<file path="src/include/wwdt_pkg.sv">
package wwdt_pkg;

	// bus geometry
	localparam int ADDR_W = 4;
	localparam logic [1:0] RESP_OKAY = 2'h0;
	localparam logic [1:0] RESP_DECERR = 2'h3;

	// register offsets (byte addresses)
	localparam logic [ADDR_W-1:0] OFF_CMD = 4'h0;
	localparam logic [ADDR_W-1:0] OFF_CFG = 4'h4;
	localparam logic [ADDR_W-1:0] OFF_STAT = 4'h8;

	// restart command fields
	localparam int CMD_RESTART_BIT = 0;
	localparam int CMD_KEY_LSB = 24;
	localparam logic [7:0] CMD_KEY_VALUE = 8'hA5;

	// configuration fields
	localparam int CNT_W = 12;
	localparam int CFG_LOAD_LSB = 0;
	localparam int CFG_FIEN_BIT = 12;
	localparam int CFG_RSTEN_BIT = 13;
	localparam int CFG_PROC_BIT = 14;
	localparam int CFG_OFF_BIT = 15;
	localparam int CFG_WIN_LSB = 16;
	localparam int CFG_DBG_BIT = 28;
	localparam int CFG_IDLE_BIT = 29;
	localparam logic [31:0] CFG_RESET = 32'h3FFF_2FFF;

	// status fields
	localparam int STAT_UNF_BIT = 0;
	localparam int STAT_ERR_BIT = 1;
	localparam logic [31:0] STAT_RESET = 32'h0000_0000;

	// slow clock prescaler: divide by 128
	localparam int PRESC_DIV = 128;
	localparam int PRESC_W = $clog2(PRESC_DIV);

endpackage

</file>
<file path="src/design/wwdt_top.sv">
// The AXI4-Lite interface to the registers was left to the implementer.
`timescale 1ns/1ps

// Contract
// - command 0x00, configuration 0x04, status 0x08
// - configuration resets 0x3FFF_2FFF, written only once
// - bit 0 set with key restarts
// - key byte must be 0xA5, else ignored
// - bits 11..0 give counter load value
// - fault interrupt enable gates interrupt output
// - reset enable gates fault toward reset
// - bit 14 limits reset to processor
// - restart allowed when counter within window
// - restart above window is window error
// - debug halt stops counter in debug
// - idle halt stops counter while idle
// - disable bit stops the timer
// - status bit 0 flags underflow since read
// - status bit 1 flags window error
// - tick is slow clock over 128, restart clears
// - configuration write reloads and restarts counter
// - underflow sets flag and asserts fault
// - status read clears flags, interrupt, fault
module wwdt_top
	import wwdt_pkg::*;
(
	input wire logic aclk,
	input wire logic aresetn,
	input wire logic [ADDR_W-1:0] awaddr,
	input wire logic awvalid,
	output logic awready,
	input wire logic [31:0] wdata,
	input wire logic [3:0] wstrb,
	input wire logic wvalid,
	output logic wready,
	output logic [1:0] bresp,
	output logic bvalid,
	input wire logic bready,
	input wire logic [ADDR_W-1:0] araddr,
	input wire logic arvalid,
	output logic arready,
	output logic [31:0] rdata,
	output logic [1:0] rresp,
	output logic rvalid,
	input wire logic rready,
	input wire logic slow_clk,
	input wire logic cpu_debug,
	input wire logic cpu_idle,
	output logic fault_irq,
	output logic fault_reset,
	output logic fault_proc_only
);

	logic slow_s1_r, slow_s2_r, slow_s3_r;
	logic dbg_s1_r, dbg_s2_r, idle_s1_r, idle_s2_r;
	logic aw_held_r;
	logic [ADDR_W-1:0] aw_addr_r;
	logic w_held_r;
	logic [31:0] w_data_r;
	logic [3:0] w_strb_r;
	logic bvalid_r;
	logic [1:0] bresp_r;
	logic rvalid_r;
	logic [31:0] rdata_r;
	logic [1:0] rresp_r;
	logic [31:0] cfg_r;
	logic [31:0] cfg_nxt;
	logic cfg_locked_r;
	logic [CNT_W-1:0] cnt_r;
	logic unf_r;
	logic err_r;
	logic fault_r;
	logic proc_only_r;
	logic irq_r;
	logic [31:0] byte_mask;
	logic [31:0] wd_masked;
	logic wr_do;
	logic rd_do;
	logic cmd_hit;
	logic restart_req, restart_ok, win_err;
	logic cfg_wr;
	logic stat_rd;
	logic in_window;
	logic run;
	logic slow_edge;
	logic tick;
	logic underflow;
	logic fault_evt;
	logic [CNT_W-1:0] load_val;
	logic [CNT_W-1:0] win_limit;

	// pin synchronisers
	always_ff @(posedge aclk) begin
		if (!aresetn) begin
			slow_s1_r <= 1'b0;
			slow_s2_r <= 1'b0;
			slow_s3_r <= 1'b0;
			dbg_s1_r <= 1'b0;
			dbg_s2_r <= 1'b0;
			idle_s1_r <= 1'b0;
			idle_s2_r <= 1'b0;
		end else begin
			slow_s1_r <= slow_clk;
			slow_s2_r <= slow_s1_r;
			slow_s3_r <= slow_s2_r;
			dbg_s1_r <= cpu_debug;
			dbg_s2_r <= dbg_s1_r;
			idle_s1_r <= cpu_idle;
			idle_s2_r <= idle_s1_r;
		end
	end

	assign slow_edge = slow_s2_r && !slow_s3_r;

	// write channels: address and data taken in either order
	assign awready = !aw_held_r && !bvalid_r;
	assign wready = !w_held_r && !bvalid_r;
	assign wr_do = aw_held_r && w_held_r && !bvalid_r;

	always_ff @(posedge aclk) begin
		if (!aresetn) begin
			aw_held_r <= 1'b0;
			aw_addr_r <= '0;
		end else if (awvalid && awready) begin
			aw_held_r <= 1'b1;
			aw_addr_r <= awaddr;
		end else if (wr_do) begin
			aw_held_r <= 1'b0;
		end
	end

	always_ff @(posedge aclk) begin
		if (!aresetn) begin
			w_held_r <= 1'b0;
			w_data_r <= '0;
			w_strb_r <= '0;
		end else if (wvalid && wready) begin
			w_held_r <= 1'b1;
			w_data_r <= wdata;
			w_strb_r <= wstrb;
		end else if (wr_do) begin
			w_held_r <= 1'b0;
		end
	end

	always_ff @(posedge aclk) begin
		if (!aresetn) begin
			bvalid_r <= 1'b0;
			bresp_r <= RESP_OKAY;
		end else if (wr_do) begin
			bvalid_r <= 1'b1;
			if (aw_addr_r == OFF_CMD || aw_addr_r == OFF_CFG) begin
				bresp_r <= RESP_OKAY;
			end else begin
				bresp_r <= RESP_DECERR;
			end
		end else if (bready) begin
			bvalid_r <= 1'b0;
		end
	end

	assign bvalid = bvalid_r;
	assign bresp = bresp_r;

	// lanes not strobed count as zero
	assign byte_mask = {{8{w_strb_r[3]}}, {8{w_strb_r[2]}}, {8{w_strb_r[1]}}, {8{w_strb_r[0]}}};
	assign wd_masked = w_data_r & byte_mask;

	assign cmd_hit = wr_do && (aw_addr_r == OFF_CMD);
	assign restart_req = cmd_hit && (wd_masked[CMD_KEY_LSB +: 8] == CMD_KEY_VALUE)
		&& wd_masked[CMD_RESTART_BIT];
	assign cfg_wr = wr_do && (aw_addr_r == OFF_CFG) && !cfg_locked_r;
	assign cfg_nxt = (cfg_r & ~byte_mask) | wd_masked;

	// window check, even while disabled
	assign load_val = cfg_r[CFG_LOAD_LSB +: CNT_W];
	assign win_limit = cfg_r[CFG_WIN_LSB +: CNT_W];
	assign in_window = cnt_r <= win_limit;
	assign restart_ok = restart_req && in_window;
	assign win_err = restart_req && !in_window;

	// read channel
	assign arready = !rvalid_r;
	assign rd_do = arvalid && arready;
	assign stat_rd = rd_do && (araddr == OFF_STAT);

	always_ff @(posedge aclk) begin
		if (!aresetn) begin
			rvalid_r <= 1'b0;
			rdata_r <= '0;
			rresp_r <= RESP_OKAY;
		end else if (rd_do) begin
			rvalid_r <= 1'b1;
			rresp_r <= RESP_OKAY;
			rdata_r <= '0;
			if (araddr == OFF_CFG) begin
				rdata_r <= cfg_r;
			end else if (araddr == OFF_STAT) begin
				rdata_r <= {30'h0, err_r, unf_r};
			end else if (araddr != OFF_CMD) begin
				rresp_r <= RESP_DECERR;
			end
		end else if (rready) begin
			rvalid_r <= 1'b0;
		end
	end

	assign rvalid = rvalid_r;
	assign rdata = rdata_r;
	assign rresp = rresp_r;

	// configuration, locked after the first accepted write
	always_ff @(posedge aclk) begin
		if (!aresetn) begin
			cfg_r <= CFG_RESET;
			cfg_locked_r <= 1'b0;
		end else if (cfg_wr) begin
			cfg_r <= cfg_nxt;
			cfg_locked_r <= 1'b1;
		end
	end

	assign run = !cfg_r[CFG_OFF_BIT]
		&& !(cfg_r[CFG_DBG_BIT] && dbg_s2_r)
		&& !(cfg_r[CFG_IDLE_BIT] && idle_s2_r);

	wwdt_prescaler #(
		.DIV_W(PRESC_W)
	) u_presc (
		.aclk(aclk),
		.aresetn(aresetn),
		.clear(restart_ok || cfg_wr),
		.step(slow_edge && run),
		.tick(tick)
	);

	assign underflow = tick && (cnt_r == '0);
	assign fault_evt = underflow || win_err;

	// down counter
	always_ff @(posedge aclk) begin
		if (!aresetn) begin
			cnt_r <= CFG_RESET[CFG_LOAD_LSB +: CNT_W];
		end else if (cfg_wr) begin
			cnt_r <= cfg_nxt[CFG_LOAD_LSB +: CNT_W];
		end else if (restart_ok) begin
			cnt_r <= load_val;
		end else if (underflow) begin
			cnt_r <= load_val;
		end else if (tick) begin
			cnt_r <= cnt_r - 1'b1;
		end
	end

	// sticky flags: a set in the clearing cycle wins
	always_ff @(posedge aclk) begin
		if (!aresetn) begin
			unf_r <= STAT_RESET[STAT_UNF_BIT];
		end else if (underflow) begin
			unf_r <= 1'b1;
		end else if (stat_rd) begin
			unf_r <= 1'b0;
		end
	end

	always_ff @(posedge aclk) begin
		if (!aresetn) begin
			err_r <= STAT_RESET[STAT_ERR_BIT];
		end else if (win_err) begin
			err_r <= 1'b1;
		end else if (stat_rd) begin
			err_r <= 1'b0;
		end
	end

	always_ff @(posedge aclk) begin
		if (!aresetn) begin
			fault_r <= 1'b0;
			proc_only_r <= 1'b0;
		end else if (fault_evt && cfg_r[CFG_RSTEN_BIT]) begin
			fault_r <= 1'b1;
			proc_only_r <= cfg_r[CFG_PROC_BIT];
		end else if (stat_rd) begin
			fault_r <= 1'b0;
			proc_only_r <= 1'b0;
		end
	end

	always_ff @(posedge aclk) begin
		if (!aresetn) begin
			irq_r <= 1'b0;
		end else if (fault_evt && cfg_r[CFG_FIEN_BIT]) begin
			irq_r <= 1'b1;
		end else if (stat_rd) begin
			irq_r <= 1'b0;
		end
	end

	assign fault_irq = irq_r;
	assign fault_reset = fault_r;
	assign fault_proc_only = proc_only_r;
endmodule

</file>
<file path="src/design/wwdt_prescaler.sv">
`timescale 1ns/1ps

// counts slow clock edges, one tick every 2**DIV_W edges
module wwdt_prescaler #(
	parameter int DIV_W = 7
) (
	input wire logic aclk,
	input wire logic aresetn,
	input wire logic clear,
	input wire logic step,
	output logic tick
);

	logic [DIV_W-1:0] count_r;

	always_ff @(posedge aclk) begin
		if (!aresetn || clear) begin
			count_r <= '0;
		end else if (step) begin
			count_r <= count_r + 1'b1;
		end
	end

	assign tick = step && (count_r == {DIV_W{1'b1}}) && !clear;

endmodule

</file>
<file path="config.mk">
export PLATFORM = sky130hd
export DESIGN_NAME = wwdt_top
export DESIGN_NICKNAME = d
export VERILOG_FILES = /design/src/include/wwdt_pkg.sv /design/src/design/wwdt_top.sv /design/src/design/wwdt_prescaler.sv
export SDC_FILE = /design/constraint.sdc
export NUM_CORES = 1
export LEC_CHECK = 0
export BUFFER_PORTS_ARGS = -buffer_cell sky130_fd_sc_hd__buf_2
export CORE_MARGIN = 3
export CORE_UTILIZATION = 40
export DETAILED_ROUTE_END_ITERATION = 10
export SETUP_SLACK_MARGIN = 0.02
export SYNTH_ARGS = -nofsm -noshare
export SYNTH_HDL_FRONTEND = slang
export SYNTH_SLANG_ARGS = --single-unit
</file>
<file path="constraint.sdc">
create_clock -name aclk -period 2.93 [get_ports aclk]
set_input_delay 0.586 -clock aclk [delete_from_list [all_inputs] [get_ports aclk]]
set_output_delay 0.586 -clock aclk [all_outputs]
set_load 0.02 [all_outputs]
</file>
==> results of run 1 <==
-- area by class of cell --
cell class                      instances  area share
Clock buffer                           22      0.0684
Multi-Input combinational cell        487       0.383
Timing Repair Buffer                  114      0.0848
Inverter                               21      0.0109
Tap cell                              180      0.0312
Sequential cell                       142       0.393
Clock inverter                         10      0.0284
-- through the flow --
stage | total power (W) | utilization | cells
after floorplan | 0.00223 | - | 692
after global placement | 0.00233 | 0.463 | 944
after detailed placement | 0.00234 | 0.463 | 944
after CTS | 0.00486 | 0.513 | 976
after global routing | 0.00499 | 0.513 | 976
final | 0.00482 | 0.513 | 976
-- cells in the mapped netlist (all sizes together) (8+ instances only) --
library cell	n	share of area
nand3	19	0.018
nor3	13	0.012
nand4	9	0.0096
nand2	137	0.088
dfxtp	142	0.49
nor2	68	0.044
ha	14	0.030
and2	17	0.018
o21ai	12	0.010
inv	20	0.013
a22oi	33	0.042
mux2i	8	0.014
o211ai	18	0.024
clkbuf	38	0.024
a21oi	61	0.052
-- how the worst min path moves through the flow --
stage               slack, ns       from  cells after the start        end
floorplan                0.41   dbg_s1_r                      1   dbg_s2_r
global placement         0.42   dbg_s1_r                      1   dbg_s2_r
detailed placement       0.42  idle_s1_r                      1  idle_s2_r
CTS                      0.35     rready                      2     rvalid
global route             0.36     rready                      2     rvalid
finish                   0.36     rready                      2     rvalid
-- power by group through the flow --
| stage | clock (W) | combinational (W) | sequential, W |
|---|---|---|---|
| floorplan | 0 | 0.000166 | 0.00206 |
| global placement | 0 | 0.000265 | 0.00207 |
| detailed placement | 0 | 0.000271 | 0.00207 |
| CTS | 0.00256 | 0.000272 | 0.00203 |
| global route | 0.00265 | 0.000304 | 0.00203 |
| finish | 0.00252 | 0.000271 | 0.00203 |
-- layer usage --
metal	routed length, µm	track usage	part of all wire
met1	7840	0.285	0.48
met2	7410	0.329	0.46
met3	858	0.0531	0.053
met4	156	0.0599	0.0096
met5	0	0	0
-- cell families after synthesis --
logic type / Yosys count
simple gates: 301
buf+inv: 63
fa+ha+maj: 14
xor+xnor: 10
mux: 10
flops: 142
compound gates: 152
==> results.yml, run 1 <==
power:
  power.switching_w: 0.00102
  powerDensity_mw_per_mm2: 667
  intPower_w: 0.00379
  p_sw_frac: 0.212
  comb_power_share: 0.056
  p_seq_frac: 0.421
  clkPwrFrac: 0.523
  worst_ir_drop_vdd_mv: 0.413
  p_leak_nw: 3.13
yosys:
  synth_edf_count: 0
  synthXorXnorAreaFrac: 0.0150
  postSynthCellCount: 692
  yosys.area_share.simple: 0.240
  yosysSeqAreaShare: 0.486
  synthesis.area_mm2: 0.00585
  synth_mux_area_frac: 0.0175
  ys_types: 59
  synth_ff_type: "dfxtp_1"
  synth_top_family_by_area: "simple AND/OR/NAND/NOR gates"
  synthArstFlopShare: 0
  ys_ff_latch: 142
  synth_warnings: 0
  synth_compound_area_frac: 0.169
  syn-num-nets: 760
  avgSynthCellArea_um2: 8.45
  synth_fa_ha_area_frac: 0.0299
worst_setup_path:
  regToRegStartpoint: "cnt_r[0]"
  worstPathRequired_ns: 3.28
  worst_setup_path_start_kind: "flip-flop"
  r2r_cells: 9
  rrSetupSlack_ns: 0.18
  path_buf_inv: 1
  crit_cells: 9
  criticalPathCategory: "reg2reg"
  crit_chain: "inv_1, ha_1, or3b_1, or4b_4, nor3_2, nand2_1, mux2i_1, and2_1, mux2i_1"
  startpoint: "cnt_r[0]"
  crit_path_max_incr_delay_ns: 0.52
  critPathTopFamily: "simple AND/OR/NAND/NOR gates"
  timing.rr.end: "fault_proc_only"
  crit_arrival_ns: 3.10
  endpoint_kind: "flip-flop"
  endpoint: "fault_proc_only"
  cp_common_cell: "mux2i_1"
  cp_slowest_cell: "or4b_4"
  path_max_fanout: 4
floorplanning:
  start_util: 0.415
  die-area_mm2: 0.0161
  die_h_um: 127
  rows: 43
  dieWidth_um: 127
  core_mm2: 0.0141
  io_pins: 98
drt:
  drt-vias-per-instance: 5.39
  wl_um: 16300
  antenna_left: 0
  drt_iter0_markers: 339
  routedWlPerCell_um: 16.7
  drt-pass1-iter-count: 5
  dr_total_vias: 5256
  drc: 0
placed_design:
  place_congestion: 0.877
  port_buffers: 97
  post-place-ws_ns: 0.236
  hpwl_um: 11900
  dpl_cell_area_mm2: 0.00653
cts:
  clock_sinks: 142
  hold_buffers: 0
  cts_buffer_depth: 2
  cts.reportedPaths.clkPinSlew_ns: 0.06
  cts_resized: 0
  cts_setup_buffers: 0
  cts_tree: "done"
  htree_levels: 4
  cts_root_buffer: "clkbuf_16"
  numCtsBuffers: 17
  clkLatencyLatePin_ns: 0.42
finish:
  design_area_mm2: 0.00723
  layout-drive-gt1-share: 0.202
  nFillCells: 1342
  layout_commonest_cell: "dfxtp_1"
  register_area_mm2: 0.00284
  final_nets: 851
  area_delta_synth_final_pct: 23.5
  multi_input_area_mm2: 0.00277
  num_antenna_cells: 0
  layout.cells.most_common_list: "dfxtp_1 (142), nand2_1 (137), buf_2 (97)"
timing:
  fmax_mhz: 363
  tns_ns: 0
  hold_viol: 0
  tightest_slew_ns: 0.635
  fin_hold_ws_ns: 0.363
  relSlewSlack: 0.577
  slew_viol_final: 0
  finalWorstSetupSlack_ns: 0.177
  fin_worst_skew_ns: 0.0110
  finalSetupViolations: 0
  fin_crit_sh: 0.940
  rsz0062_at_grt: "false"
  min_period_ns: 2.75
global_route:
  grt_start_max_net_pins: 58
  grtUsageTotal: 0.209
  grt_pass1_vias: 5206
  antenna_found_initial: 0
  grt_pass1_wl_um: 26800
  grt-ovfl-total: 0
min_path:
  hold_class: "in2reg"
run:
  drv_cap: 0
status:
  status: "finished, final reports clean"
(Power assumes the default switching activity.)
==> run 2: changes to the inputs <==
SYNTH_HIERARCHICAL = 1   (was not set)
==> results.yml, run 2 <==
global_route:
  antenna_found_initial: 0
  grtUsageTotal: 0.211
  grt_pass1_wl_um: 26800
  grt-ovfl-total: 0
  grt_start_max_net_pins: 90
  grt_pass1_vias: 5201
floorplanning:
  core_mm2: 0.0140
  dieWidth_um: 126
  rows: 43
  io_pins: 98
  die_h_um: 126
  start_util: 0.411
  die-area_mm2: 0.0158
timing:
  fin_worst_skew_ns: 0.00779
  relSlewSlack: 0.348
  min_period_ns: 3.30
  finalWorstSetupSlack_ns: -0.367
  tightest_slew_ns: 0.978
  hold_viol: 0
  fin_crit_sh: 1.13
  fmax_mhz: 303
  finalSetupViolations: 14
  fin_hold_ws_ns: 0.353
  rsz0062_at_grt: "true"
  slew_viol_final: 0
finish:
  multi_input_area_mm2: 0.00291
  num_antenna_cells: 0
  layout.cells.most_common_list: "dfxtp_1 (131), nand2_1 (128), buf_2 (97)"
  design_area_mm2: 0.00773
  layout_commonest_cell: "dfxtp_1"
  register_area_mm2: 0.00286
  area_delta_synth_final_pct: 34.7
  final_nets: 899
  nFillCells: 1303
  layout-drive-gt1-share: 0.319
yosys:
  postSynthCellCount: 676
  synthArstFlopShare: 0
  synth_top_area_share: 0.495
  avgSynthCellArea_um2: 8.50
  synth_warnings: 6
  synth_most_common_cell: "dfxtp_1"
  yosys.area_share.simple: 0.234
  synth_mux_area_frac: 0.00871
  synth_area_leaders: "dfxtp_1 (49%), nand2_1 (8.6%), a21oi_1 (6.0%)"
  synth_compound_area_frac: 0.179
  yosysTopAreaCell: "dfxtp_1"
  ys_types: 58
  synthesis.area_mm2: 0.00574
  synth_edf_count: 0
  yosysSeqAreaShare: 0.495
  synth_top_family_by_area: "simple AND/OR/NAND/NOR gates"
  synth_commonest_cells: "dfxtp_1 (142), nand2_1 (132), nor2_1 (72)"
  synth_fa_ha_area_frac: 0.0327
  synthXorXnorAreaFrac: 0.00915
  syn-num-nets: 745
  synth_ff_type: "dfxtp_1"
  ys_ff_latch: 142
drt:
  routedWlPerCell_um: 16.3
  drc: 0
  drt-vias-per-instance: 5.25
  dr_total_vias: 5372
  antenna_left: 0
  drt-pass1-iter-count: 5
  wl_um: 16600
  drt_iter0_markers: 364
placed_design:
  port_buffers: 97
  hpwl_um: 11600
  dpl_cell_area_mm2: 0.00683
  place_congestion: 0.855
worst_setup_path:
  crit_arrival_ns: 3.64
  crit_chain: "inv_2, ha_4, nor2b_4, o211ai_1, a211o_1, a31o_4, a21oi_4, inv_2, nor4b_4, nand3_1, or4_4, nor2b_4, a21boi_4, o211a_1, o2bb2ai_2, a21oi_1"
  cp_slowest_cell: "or4_4"
  endpoint_kind: "flip-flop"
  crit_path_max_incr_delay_ns: 0.43
  worstPathRequired_ns: 3.28
  criticalPathCategory: "reg2reg"
  path_max_fanout: 5
  worst_setup_path_start_kind: "flip-flop"
power:
  powerDensity_mw_per_mm2: 585
  p_seq_frac: 0.447
  comb_power_share: 0.064
  power.switching_w: 0.00106
  p_leak_nw: 3.36
  clkPwrFrac: 0.489
  worst_ir_drop_vdd_mv: 0.477
  intPower_w: 0.00347
  p_sw_frac: 0.234
cts:
  cts_root_buffer: "clkbuf_16"
  numCtsBuffers: 17
  cts_tree: "done"
  htree_levels: 4
  clock_sinks: 142
  cts.reportedPaths.clkPinSlew_ns: 0.06
  hold_buffers: 0
  clkLatencyLatePin_ns: 0.42
  cts_buffer_depth: 2
min_path:
  hold_class: "in2reg"
status:
  status: "complete, but fails checks"
  failed_checks: "negative setup slack"
run:
  drv_cap: 0
run 2: path summary, 6_finish.rpt:
kind / slack (ns) / start / depth (start not counted) / to
setup / recovery: -0.37 / flip-flop / 16 / cnt_r[10]
hold / removal: 0.35 / rready / 2 / rvalid
setup reg to reg: -0.37 / flip-flop / 16 / cnt_r[10]
hold reg to reg: 0.45 / dbg_s1_r / 1 / dbg_s2_r
run 2: critical path, delay by kind of cell (launching register included):
kind	cells	cell delay (ns)
compound gates	8	1.45
simple gates	5	1.08
flops	1	0.33
fa+ha+maj	1	0.26
buf+inv	2	0.11
run 2: stage by stage:
stage	utilization	setup TNS (ns)	std cells	power [W]	worst slack (ns)
2_1_floorplan	-	-1.64	676	0.00223	-0.206
3_3_place_gp	0.488	-2.57	980	0.00234	-0.268
3_5_place_dp	0.488	-4.67	980	0.00235	-0.389
4_1_cts	0.543	-3.51	1022	0.00456	-0.330
5_1_grt	0.553	-6.10	1023	0.00468	-0.529
6_report	0.553	-3.68	1023	0.00452	-0.367
run 2: final cells by class:
type	instances	area share
Sequential cell	142	0.369
Clock buffer	19	0.0573
Multi-Input combinational cell	477	0.376
Clock inverter	13	0.0212
Timing Repair Buffer	173	0.138
Inverter	19	0.00922
Tap cell	180	0.0291
run 2: per-layer routing:
metal | track usage | up-vias | share of wire
met1 | 0.294 | 2550 | 0.48
met4 | 0.0562 | 0 | 0.015
li1 | - | 2653 | -
met5 | 0 | - | 0
met2 | 0.331 | 149 | 0.45
met3 | 0.0496 | 20 | 0.054
run 2: cells by family (layout without fill, tap and decap cells):
kind of cell,count (synthesis),count (layout)
AND/OR/NAND/NOR,290,290
AO/OA/AOI/OAI,160,161
flip-flops,142,142
buffers and inverters,58,224
adder cells (fa/ha/maj),15,15
XOR/XNOR,6,6
multiplexers,5,5
run 2: power by group through the flow:
stage	Combinational, W	Sequential, W	Clock, W
2_1_floorplan	0.000168	0.00207	0
3_3_place_gp	0.000281	0.00206	0
3_5_place_dp	0.000286	0.00206	0
4_1_cts	0.000291	0.00202	0.00224
5_1_grt	0.000323	0.00203	0.00233
6_report	0.000291	0.00202	0.00221
run 2: repair_timing:
| action | 4_1_cts | 5_1_grt |
|---|---|---|
| gates cloned | 1 | 0 |
| buffers inserted | 9 | 1 |
| pin swaps | 12 | 18 |
| resized for setup | 19 | 31 |
| setup endpoints to repair | 15 | 16 |
==> run 3: changes to the inputs <==
CORE_UTILIZATION = 45   (was 40)
PLACE_DENSITY = 0.66   (was not set)
==> results.yml, run 3 (same netlist as run 2, synthesis figures left out) <==
timing:
  fmax_mhz: 300
  relSlewSlack: 0.397
  rsz0062_at_grt: "true"
  finalSetupViolations: 15
  tightest_slew_ns: 0.905
  slew_viol_final: 0
  fin_hold_ws_ns: 0.342
  fin_worst_skew_ns: 0.00912
  finalWorstSetupSlack_ns: -0.407
  fin_crit_sh: 1.14
  hold_viol: 0
  min_period_ns: 3.34
placed_design:
  hpwl_um: 11300
  place_congestion: 0.850
  port_buffers: 97
power:
  finalPower_w: 0.00467
  powerDensity_mw_per_mm2: 608
  p_leak_nw: 3.39
  worst_ir_drop_vdd_mv: 0.509
global_route:
  antenna_found_initial: 0
  grt_use_met3: 0.0579
  grt_pass1_wl_um: 26000
  grt_start_max_net_pins: 90
  grt-ovfl-total: 0
  grtUsageTotal: 0.230
  grt_use_met2: 0.377
  met1_usage: 0.303
  grt_pass1_vias: 5171
  busiest_layer: "met2"
cts:
  cts_tree: "done"
  numCtsBuffers: 17
  htree_levels: 4
  clock_sinks: 142
  clkLatencyLatePin_ns: 0.42
  cts_root_buffer: "clkbuf_16"
  cts.reportedPaths.clkPinSlew_ns: 0.06
  hold_buffers: 0
  cts_buffer_depth: 2
finish:
  final_nets: 901
  num_antenna_cells: 0
  area_delta_synth_final_pct: 33.8
  layout-drive-gt1-share: 0.296
  layout_commonest_cell: "dfxtp_1"
  nFillCells: 1096
  layout.cells.most_common_list: "dfxtp_1 (137), nand2_1 (129), buf_2 (97)"
worst_setup_path:
  worst_setup_path_start_kind: "flip-flop"
  rrSetupSlack_ns: -0.41
  criticalPathCategory: "reg2reg"
  timing.rr.end: "cnt_r[10]"
  endpoint_kind: "flip-flop"
  crit_arrival_ns: 3.68
  worstPathRequired_ns: 3.27
  path_max_fanout: 5
  r2r_cells: 16
drt:
  drt-pass1-iter-count: 5
  drt-vias-per-instance: 5.36
  dr_total_vias: 5428
  drt_iter0_markers: 404
  antenna_left: 0
  wl_um: 15900
  drc: 0
  routedWlPerCell_um: 15.7
floorplanning:
  core_mm2: 0.0123
  die-area_mm2: 0.0142
  die_h_um: 119
  dieWidth_um: 119
  io_pins: 98
  start_util: 0.468
  rows: 40
run:
  drv_cap: 0
min_path:
  min_delay_path_depth: 2
  hp-start: "rready"
  holdPathEnd: "rvalid"
  hold_class: "in2reg"
status:
  failed_checks: "negative setup slack"
  status: "complete, but fails checks"
==> run 3: changes by cell type in the layout (fill, tap and decap cells not counted), moves of 3 or more <==
cell        before  now
buf_4           73   76
clkinvlp_4       5    2
dfxtp_1        131  137
dfxtp_2         11    5
o21ai_1          2    7
o21ai_2          5    0
==> run 3: how the worst max path moves through the flow <==
stage | endpoint | depth (start not counted)
floorplan | cnt_r[10] | 16
global placement | cnt_r[10] | 16
detailed placement | cnt_r[10] | 16
CTS | cnt_r[10] | 16
global route | cnt_r[6] | 16
finish | cnt_r[10] | 16
==> run 3: area by class of cell <==
type	instances	area (µm²)	area share
Clock buffer	18	439	0.0572
Clock inverter	14	215	0.0280
Inverter	19	71.3	0.00928
Multi-Input combinational cell	477	2820	0.367
Sequential cell	142	2850	0.371
Tap cell	168	210	0.0274
Timing Repair Buffer	175	1080	0.140
==> run 3: stage by stage <==
| stage | cells | cell area, µm² | util | setup slack (ns) | setup TNS [ns] |
|---|---|---|---|---|---|
| floorplan | 676 | 5790 | - | -0.206 | -1.64 |
| global placement | 973 | 6860 | 0.559 | -0.392 | -3.16 |
| detailed placement | 973 | 6860 | 0.559 | -0.475 | -4.91 |
| CTS | 1011 | 7590 | 0.619 | -0.388 | -3.65 |
| global route | 1013 | 7680 | 0.627 | -0.514 | -6.12 |
| finish | 1013 | 7680 | 0.627 | -0.407 | -3.94 |
==> run 3: worst max-delay path: stages (launching register included) <==
cell	delay (ns)
dfxtp_2	0.33
inv_2	0.05
ha_4	0.26
nor2b_4	0.13
o211ai_1	0.08
a211o_1	0.30
a31o_4	0.25
a21oi_4	0.16
inv_2	0.06
nor4b_4	0.24
nand3_1	0.10
or4_4	0.43
nor2b_4	0.16
a21boi_4	0.17
o211a_1	0.25
o2bb2ai_1	0.13
a21oi_2	0.16
==> run 3: routing by layer <==
metal | routed length [µm] | share of wire | vias up
met1 | 7340 | 0.46 | 2603
met2 | 7580 | 0.48 | 144
met5 | 0 | 0 | -
met4 | 186 | 0.012 | 0
met3 | 808 | 0.051 | 17
li1 | - | - | 2664
==> run 3: where the power goes <==
group	switching (W)	leakage [nW]	internal, W
Clock	0.000825	0.316	0.00153
Sequential	0.0000365	1.15	0.00199
Combinational	0.000176	1.92	0.000117
==> run 3: what timing repair did <==
action | 4_1_cts | 5_1_grt
resized for setup | 8 | 18
setup endpoints to repair | 15 | 15
pin swaps | 10 | 5
cloned | 1 | 0
setup buffers | 5 | 2
